## config.mk

```make
export PLATFORM = sky130hd
export DESIGN_NAME = ddr2_state_ctrl
export DESIGN_NICKNAME = d
export VERILOG_FILES = /design/src/design/ddr2_state_pkg.sv /design/src/design/bank_recovery.sv /design/src/design/ddr2_state_ctrl.sv
export VERILOG_INCLUDE_DIRS = /design/src /design/src/design
export SDC_FILE = /design/constraint.sdc
export NUM_CORES = 1
export LEC_CHECK = 0
export BUFFER_PORTS_ARGS = -buffer_cell sky130_fd_sc_hd__buf_2
export CORE_MARGIN = 1.5
export CORE_UTILIZATION = 45
export DETAILED_ROUTE_END_ITERATION = 8
export HOLD_SLACK_MARGIN = 0.06
export SLEW_MARGIN = 10
export SYNTH_ARGS = -nofsm -noshare
export SYNTH_HDL_FRONTEND = slang
export SYNTH_SLANG_ARGS = --single-unit
```

## constraint.sdc

```tcl
create_clock -name clk -period 2.7 [get_ports clk]
set_clock_uncertainty 0.2 [all_clocks]
set_input_delay 0.135 -clock clk [delete_from_list [all_inputs] [get_ports clk]]
set_output_delay 0.135 -clock clk [all_outputs]
set_load 0.01 [all_outputs]
```

## src/design/ddr2_state_defs.svh

```systemverilog
// Timing and encoding constants for the DDR2 command state block
`ifndef DDR2_STATE_DEFS_SVH
`define DDR2_STATE_DEFS_SVH

`define BANKS              4
`define BANK_BITS          2
`define BURST_HALF         4'h2
`define WRITE_LATENCY      4'h2
`define WRITE_RECOVERY     4'h2
`define PRECHARGE_CYCLES   4'h3
`define REFRESH_NS         105
`define CLK_PERIOD_NS      5
`define REFRESH_CYCLES     ((`REFRESH_NS + `CLK_PERIOD_NS - 1) / `CLK_PERIOD_NS)
`define SELF_TIMER_DEFAULT 1560
`define REFRESH_CTR_RESET  2'h0

`endif

```

## src/design/ddr2_state_pkg.sv

```systemverilog
// Types shared by the DDR2 command state block
`default_nettype none
package ddr2_state_pkg;
   typedef enum logic [3:0]
   {
      cmd_deselect,
      cmd_nop,
      cmd_mode_set,
      cmd_refresh,
      cmd_self_refresh,
      cmd_precharge,
      cmd_activate,
      cmd_write,
      cmd_read,
      cmd_power_down,
      cmd_other
   } command_type;

   typedef enum logic [2:0]
   {
      st_normal,
      st_refresh,
      st_self_refresh,
      st_precharge_pd,
      st_active_pd
   } mode_type;
endpackage
`default_nettype wire

```

## src/design/bank_recovery.sv

```systemverilog
// Per-bank write auto-precharge recovery timer
`timescale 1ns/1ps
`default_nettype none
`include "ddr2_state_defs.svh"

module bank_recovery
(
   input  wire logic clk,
   input  wire logic nrst,
   input  wire logic start,
   output logic      precharge_start,
   output logic      busy
);
   localparam logic [3:0] wait_total = `WRITE_LATENCY + `BURST_HALF + `WRITE_RECOVERY;

   logic [3:0] count;
   logic [3:0] next_count;
   logic       next_precharge_start;

   always_comb
   begin
      next_count = count;
      next_precharge_start = 1'b0;
      if (start)
         next_count = wait_total;
      else if (count != 4'h0)
      begin
         next_count = count - 4'h1;
         if (count == 4'h1)
            next_precharge_start = 1'b1;
      end
   end

   always_ff @(posedge clk or negedge nrst)
   begin
      if (!nrst)
      begin
         count <= 4'h0;
         precharge_start <= 1'b0;
      end
      else
      begin
         count <= next_count;
         precharge_start <= next_precharge_start;
      end
   end

   assign busy = (count != 4'h0);
endmodule
`default_nettype wire

```

## src/design/ddr2_state_ctrl.sv

```systemverilog
// DDR2 command decode, refresh and power state control
// Notes on behaviour
// - Write with A10 high precharges the bank after burst and write recovery.
// - CS RAS CAS low, WE high is refresh; internal counter picks bank.
// - Refresh leaves all banks idle; controller waits tRFC afterwards.
// - Refresh command with CKE falling enters self refresh, banks idle.
// - In self refresh only CKE matters; internal timer refreshes.
// - CKE low with NOP or deselect enters power-down.
// - All banks idle gives precharge power-down, else active power-down.
// - Power-down disables buffers except clock, ODT, CKE; DLL per mode.
// - CKE high with NOP or deselect exits power-down.
// - NOP and deselect register nothing and let bursts finish.
`timescale 1ns/1ps
`default_nettype none
`include "ddr2_state_defs.svh"

module ddr2_state_ctrl
   import ddr2_state_pkg::*;
#(
   parameter int SELF_TIMER = `SELF_TIMER_DEFAULT
)
(
   input  wire logic                  clk,
   input  wire logic                  nrst,
   input  wire logic                  cs_n,
   input  wire logic                  ras_n,
   input  wire logic                  cas_n,
   input  wire logic                  we_n,
   input  wire logic                  cke,
   input  wire logic                  a10,
   input  wire logic [1:0]            bank_addr,
   input  wire logic                  fast_exit,
   output ddr2_state_pkg::mode_type   mode,
   output logic [3:0]                 open_banks,
   output logic [3:0]                 auto_precharge_pulse,
   output logic                       refresh_pulse,
   output logic [1:0]                 refresh_bank,
   output logic                       buffers_on,
   output logic                       dll_on
);
   import ddr2_state_pkg::*;

   localparam int refresh_len = `REFRESH_CYCLES;

   // Pins come from outside, so two flops before any decode
   logic [5:0] pin_meta;
   logic [5:0] pin_sync;
   logic [1:0] bank_meta;
   logic [1:0] bank_sync;
   logic       cke_prev;

   always_ff @(posedge clk or negedge nrst)
   begin
      if (!nrst)
      begin
         pin_meta <= 6'h1F;
         pin_sync <= 6'h1F;
         bank_meta <= 2'h0;
         bank_sync <= 2'h0;
         // Matches the idle cke held in the synchroniser, so no false edge
         cke_prev <= 1'b1;
      end
      else
      begin
         pin_meta <= {a10, cke, cs_n, ras_n, cas_n, we_n};
         pin_sync <= pin_meta;
         bank_meta <= bank_addr;
         bank_sync <= bank_meta;
         cke_prev <= pin_sync[4];
      end
   end

   function automatic command_type decode(input logic [3:0] pins, input logic ck_prev, input logic ck_now);
      command_type c;
      c = cmd_other;
      if (pins[3])
         c = cmd_deselect;
      else
         case (pins[2:0])
            3'h7: c = cmd_nop;
            3'h0: c = cmd_mode_set;
            3'h1: c = cmd_refresh;
            3'h2: c = cmd_precharge;
            3'h3: c = cmd_activate;
            3'h4: c = cmd_write;
            3'h5: c = cmd_read;
            default: c = cmd_other;
         endcase
      if (ck_prev && !ck_now && c == cmd_refresh)
         c = cmd_self_refresh;
      else if (ck_prev && !ck_now && (c == cmd_nop || c == cmd_deselect))
         c = cmd_power_down;
      return c;
   endfunction

   command_type cmd;
   logic        cke_now;
   logic [3:0]  ap_start;
   logic [3:0]  ap_fire;
   logic [3:0]  ap_busy;

   assign cke_now = pin_sync[4];
   assign cmd = decode(pin_sync[3:0], cke_prev, cke_now);

   for (genvar b = 0; b < `BANKS; b++)
   begin : g_bank
      bank_recovery u_rec
      (
         .clk             (clk),
         .nrst            (nrst),
         .start           (ap_start[b]),
         .precharge_start (ap_fire[b]),
         .busy            (ap_busy[b])
      );
   end

   mode_type    next_mode;
   logic [3:0]  next_open;
   logic [3:0]  next_ap_pulse;
   logic        next_refresh_pulse;
   logic [1:0]  refresh_ctr;
   logic [1:0]  next_refresh_ctr;
   logic [1:0]  next_refresh_bank;
   logic [15:0] timer;
   logic [15:0] next_timer;
   logic        next_buffers_on;
   logic        next_dll_on;

   always_comb
   begin
      next_mode = mode;
      next_open = open_banks;
      next_ap_pulse = ap_fire;
      next_refresh_pulse = 1'b0;
      next_refresh_ctr = refresh_ctr;
      next_refresh_bank = refresh_bank;
      next_timer = timer;
      ap_start = 4'h0;
      next_open = next_open & ~ap_fire;
      case (mode)
         st_normal:
         begin
            case (cmd)
               cmd_activate:
                  next_open[bank_sync] = 1'b1;
               cmd_precharge:
                  if (pin_sync[5])
                     next_open = 4'h0;
                  else
                     next_open[bank_sync] = 1'b0;
               cmd_write:
                  if (pin_sync[5])
                     ap_start[bank_sync] = 1'b1;
               cmd_refresh:
               begin
                  next_refresh_bank = refresh_ctr;
                  next_refresh_ctr = refresh_ctr + 2'h1;
                  next_refresh_pulse = 1'b1;
                  next_timer = 16'(refresh_len);
                  next_mode = st_refresh;
               end
               cmd_self_refresh:
               begin
                  next_timer = 16'(SELF_TIMER);
                  next_mode = st_self_refresh;
               end
               cmd_power_down:
                  next_mode = (open_banks == 4'h0 && ap_busy == 4'h0) ? st_precharge_pd : st_active_pd;
               default:
                  next_mode = mode;
            endcase
         end
         st_refresh:
         begin
            if (timer > 16'h1)
               next_timer = timer - 16'h1;
            else
            begin
               next_open = 4'h0;
               next_mode = st_normal;
            end
            if (cmd == cmd_power_down)
               next_mode = st_precharge_pd;
         end
         st_self_refresh:
         begin
            if (timer > 16'h1)
               next_timer = timer - 16'h1;
            else
            begin
               next_timer = 16'(SELF_TIMER);
               next_refresh_bank = refresh_ctr;
               next_refresh_ctr = refresh_ctr + 2'h1;
               next_refresh_pulse = 1'b1;
            end
            if (cke_now)
               next_mode = st_normal;
         end
         st_precharge_pd, st_active_pd:
         begin
            if (cke_now && !cke_prev && (cmd == cmd_nop || cmd == cmd_deselect))
               next_mode = st_normal;
         end
         default:
            next_mode = st_normal;
      endcase
      next_buffers_on = !(next_mode == st_precharge_pd || next_mode == st_active_pd
                          || next_mode == st_self_refresh);
      next_dll_on = next_buffers_on || (next_mode == st_active_pd && fast_exit);
   end

   always_ff @(posedge clk or negedge nrst)
   begin
      if (!nrst)
      begin
         mode <= st_normal;
         open_banks <= 4'h0;
         auto_precharge_pulse <= 4'h0;
         refresh_pulse <= 1'b0;
         refresh_ctr <= `REFRESH_CTR_RESET;
         refresh_bank <= `REFRESH_CTR_RESET;
         timer <= 16'h0;
         buffers_on <= 1'b1;
         dll_on <= 1'b1;
      end
      else
      begin
         mode <= next_mode;
         open_banks <= next_open;
         auto_precharge_pulse <= next_ap_pulse;
         refresh_pulse <= next_refresh_pulse;
         refresh_ctr <= next_refresh_ctr;
         refresh_bank <= next_refresh_bank;
         timer <= next_timer;
         buffers_on <= next_buffers_on;
         dll_on <= next_dll_on;
      end
   end
endmodule
`default_nettype wire

```

; ---- Word level (Yosys, flattened, before mapping)
; Index checks and enable logic that the tools add are counted.
; Widths: inputs -> output; s select.
[totals]
reg_bits = 71
wordCells = 154
[op_classes]
order_cmp = 3
eq_ne = 30
mux = 53
add_sub_neg = 6
bitwise = 5
n_reduce_logical = 35
[ops]
columns = cell, n
row1 = $mux 4, 16
row2 = $pmux 16 s3, 1
row3 = $mux 16, 2
row4 = $pmux 16 s2, 1
row5 = $pmux 4 s7, 1
row6 = $eq 4x1->1 const B, 6
row7 = $eq 3x2->1 const B, 6
row8 = $eq 4x3->1 const B, 4
row9 = $gt 16x1->1 const B, 1
row10 = $logic_not 4->1, 4
row11 = $pmux 4 s2, 2
row12 = $reduce_bool 4->1, 4
row13 = $sub 16x1->16 const B, 1
row14 = $sub 4x1->4 const B, 4
row15 = $eq 3x3->1 const B, 5
row16 = $mux 1, 15
row17 = $mux 3, 5
row18 = $pmux 3 s4, 1
row19 = $reduce_bool 2->1, 5
row20 = $pmux 3 s3, 1
row21 = $and 4x4->4, 2
row22 = $eq 4x2->1 const B, 2
row23 = $logic_and 1x1->1, 8
row24 = $mux 2, 4
row25 = 19 further kinds, 31

; ---- Depth between registers and ports, before layout
[depth]
word_depth = 18
ltp_mapped = 9
depth_no_buf = 7

; ---- Modules after synthesis
; From an unflattened synthesis, not the netlist that was laid out.
[unflattened]
cells_unflattened = 363
area_unflattened_um2 = 3727.3
[modules_own_cells]
columns = module, cells_each, area_each_um2, instances
row1 = ddr2_state_ctrl, 255, 2591.2, 1
row2 = bank_recovery, 27, 284.0, 4

; ---- Worst setup path before layout
; No wires, ideal clock.
[synth_path]
kind = reg2reg
start = reg timer[7]
end = reg timer[0]
path_buffers = 0
synth_period_minus_slack_ns = 2.421
t_arrival_ns = 2.096
path_slack_ns = 0.279
setup_ns = 0.124
path_stages_with_launch = 6
cell_sequence = dfrtp_1 > or4_4 > or4_4 > o31a_4 > a211oi_2 > a21oi_1
[synth_between]
elab_chain_cells = 3
word_cells_on_any_way = 5
[synth_lines]
columns = element, line_no
row1 = "start, declared", ddr2_state_ctrl.sv:124  ; logic [15:0] timer;
row2 = "start signal, assigned", ddr2_state_ctrl.sv:234  ; timer <= next_timer;
row3 = $gt 16x1->1 (*), "ddr2_state_ctrl.sv:175, ddr2_state_ctrl.sv:187"
row4 = $mux 16 or $ne 2x2->1 (tied branches), -
row5 = $pmux 16 s3 or $reduce_and 3->1 (tied branches), -
; Every way passes the cells marked *; elsewhere a longest branch is shown, timed or not.
; A chain may end at the register's enable or synchronous reset.

; ---- Worst setup path after layout
[layout_path]
start = reg timer[6]
end = reg timer[10]
[layout_between]
elab_chain_cells = 3
word_cells_on_any_way = 7
[layout_lines]
columns = element, line_no
row1 = $sub 16x1->16 or $gt 16x1->1 (tied branches), -
row2 = "$mux 16, or another cell as far along", ddr2_state_ctrl.sv:187  ; if (timer > 16'h1)
row3 = $pmux 16 s3 or $reduce_and 3->1 (tied branches), -
; Several ways; a longest one is shown, not always the timed one. The select of a mux whose other input is x is not followed.

==> metrics.txt <==
Commonest cells post-synth=58 x dfrtp_1, 28 x nor2_1, 27 x nand2_1, 21 x a21oi_1, 20 x o21ai_0; yosys warns=0; Cell Area, Synth=~3500 µm²; RSZ-0062 raised after global routing=false; Req. time, crit path=2.78 ns; # nets final=between 400 and 500; Critical Path AT=2.63 ns; grt ovf=0; final wirelength=7127 µm; first-pass GRT wire length=12210 µm; Via-to-Cell Ratio=5.367; number of diodes=0; most common cell in the synthesized netlist=dfrtp_1; Main synth FF type=dfrtp_1; TNS Setup=0 ns; Final Cycle Share=94.74%; Int Power=around 2.7 mW; Worst Setup EP=timer[10]; synth unique cells=56; Post-Syn Nets=364; antenna violations before repair=0; Initial Util=47.33%; Net Sw Frac=between 30% and 40%; CP max FO=8; Worst-path clk slew=0.08 ns; Seq pwr share=roughly 39%; fin. max-slew vios=0; Ports=27; area grow syn2layout=18.04%; RR Endpoint=timer[10]; synthesized flop and latch total=71; Post-synth EDFFs=0; FF-to-FF setup slack=about 0.14 ns; CTS Root Cell=clkbuf_8; total number of vias=2673; Finish-stage setup viols=0; All-Layer GR Usage=18.41%; PortBufs=26; switching power of the nets=1.614 mW; Logic pwr share=39.7%; Final Core Density=about 56%; H-tree Lvls=3; worst-skew pair later-pin latency=around 0.34 ns; post-synthesis sequential area ratio=51.40%; Syn Inst Count=343; Startpoint Class=flop; Worst-Margin Slew=0.6758 ns; Yosys top cell area share=41.61%; Lkg Pwr=around 1.9 nW; die area=8289 µm²; Max Cap Viol=0; CP endpoint kind=flop; worst setup path start=timer[6]; CTS Buf Count=9; Synth async-reset ratio=100.0%; Slew headroom=a little over half; status=completed; row cnt=31; drt initial violations=85; PD cells=1040 nW/µm²; number of detailed-route iterations in the first pass=4; critical path class=flop to flop; DRC errors left=0; Synth area leader=dfrtp_1; die extent in x=91.05 µm; Hold Fails Final Rpt=0; Clock Tree Buf Depth=2; GP Congestion=between 0.8 and 0.9; DR WL/cell=14.31 µm; maximum VDD drop=0.4958 mV; fraction of layout cells with a size suffix above 1=between 20% and 30%; worst min path class=input port to async pin; power share of the clock group=21.8%; postcts setup bufs=0; maximum number of pins on one net before global-route repair=44; fmax=slightly below 400 MHz; DP Wirelength=5134 µm; Core ar.=between 7000 and 8000 µm²; Synth Area per Inst=slightly above 10 µm²; reg2reg path depth=5; vias in the first global route=2581; synth top area cells=dfrtp_1 42%, dfstp_2 9.8%, ha_1 3.6%, a21oi_1 3.0%, nor2_1 3.0%; Routed Antenna Nets=0; Final min period=2.558 ns; TritonCTS clock tree=built; DIE HEIGHT=91.05 µm; Worst R2R Start=timer[6]; clock sinks=between 70 and 80
layout by cell type (no fill, tap or decap), drive strengths merged, types with 9 or more instances in the layout:
cell type / instances
nor3: 11
nand2b: 10
dlygate4sd3: 10
nand2: 27
o21ai: 21
dfstp: 13
or3: 10
dfrtp: 58
a21oi: 22
buf: 38
clkbuf: 9
nor2: 28
inv: 20
ha: 10
per-stage QoR:
step	worst slack, ns	cells	cell area [µm²]	hold slack (ns)	total power [mW]
floorplan	0.2793	343	3488	-0.3606	2.890
global placement	0.1123	472	3794	0.0003483	3.315
detailed placement	0.06666	472	3794	0.003873	3.347
CTS	0.05086	498	4113	0.1548	4.308
global route	0.01477	498	4118	0.1529	4.621
finish	0.1421	498	4118	0.1482	4.284
per-layer routing:
| layer | vias up | share of wire, % | global-route usage [%] |
|---|---|---|---|
| met4 | 0 | 1.0 | 5.859 |
| li1 | 1321 | - | - |
| met2 | 40 | 46 | 28.98 |
| met1 | 1306 | 50 | 25.72 |
| met3 | 6 | 2.5 | 3.350 |
| met5 | - | 0 | 0 |
layout make-up:
| class | count | area, µm² |
|---|---|---|
| inverters | 19 | 71.32 |
| multi-input cells | 245 | 1578 |
| repair buffers | 48 | 332.8 |
| clock buffers | 9 | 123.9 |
| clock inverters | 7 | 95.09 |
| well taps | 99 | 123.9 |
| fillers | 666 | 3252 |
| flip-flops and latches | 71 | 1793 |
state kept, by name, summed over array words and instances, names as in the netlist, 2 cells and up:
register,cells
refresh_ctr,2
bank_sync,2
timer,16
pin_sync,6
g_bank.u_rec.precharge_start,4
mode,3
auto_precharge_pulse,4
g_bank.u_rec.count,16
refresh_bank,2
pin_meta,6
open_banks,4
bank_meta,2
power groups by stage:
stage,registers [mW],logic [mW],clock network [mW]
global route,1.70,1.93,0.997
CTS,1.65,1.70,0.957
finish,1.65,1.70,0.934
floorplan,1.62,1.27,0
global placement,1.66,1.66,0
detailed placement,1.67,1.68,0
worst min-delay path by stage:
stage | to | slack (ns) | cells past startpoint
floorplan | auto_precharge_pulse[0] | -0.36 | 0
global placement | timer[1] | 0.0003 | 1
detailed placement | timer[1] | 0.004 | 1
CTS | pin_sync[4] | 0.15 | 0
global route | pin_sync[4] | 0.15 | 0
finish | mode[1] | 0.15 | 2
worst max-delay path, cell delays in order (launching register included):
cell     delay [ns]
dfrtp_1        0.42
or4_4          0.56
or4_4          0.57
o31a_4         0.41
a21oi_2        0.18
o32a_1         0.16
repair_timing:
item,in CTS,in global routing
gates resized for setup,0,3
hold endpoints to repair,37,0
hold buffers,10,0
endpoints found under the setup margin,0,6
cells by family (layout without fill, tap and decap cells):
kind of cell               after synthesis  in the layout  synth area share, %
buffers and inverters                   27             83                3.515
AOI/OAI and AO/OA                       75             75                14.60
adders and majority gates               10             10                3.587
muxes                                    6              6                1.829
DFF                                     71             71                51.40
xor gates and xnor gates                 8              8                2.009
and+or+nand+nor                        146            146                23.06
(Power assumes the default switching activity.)
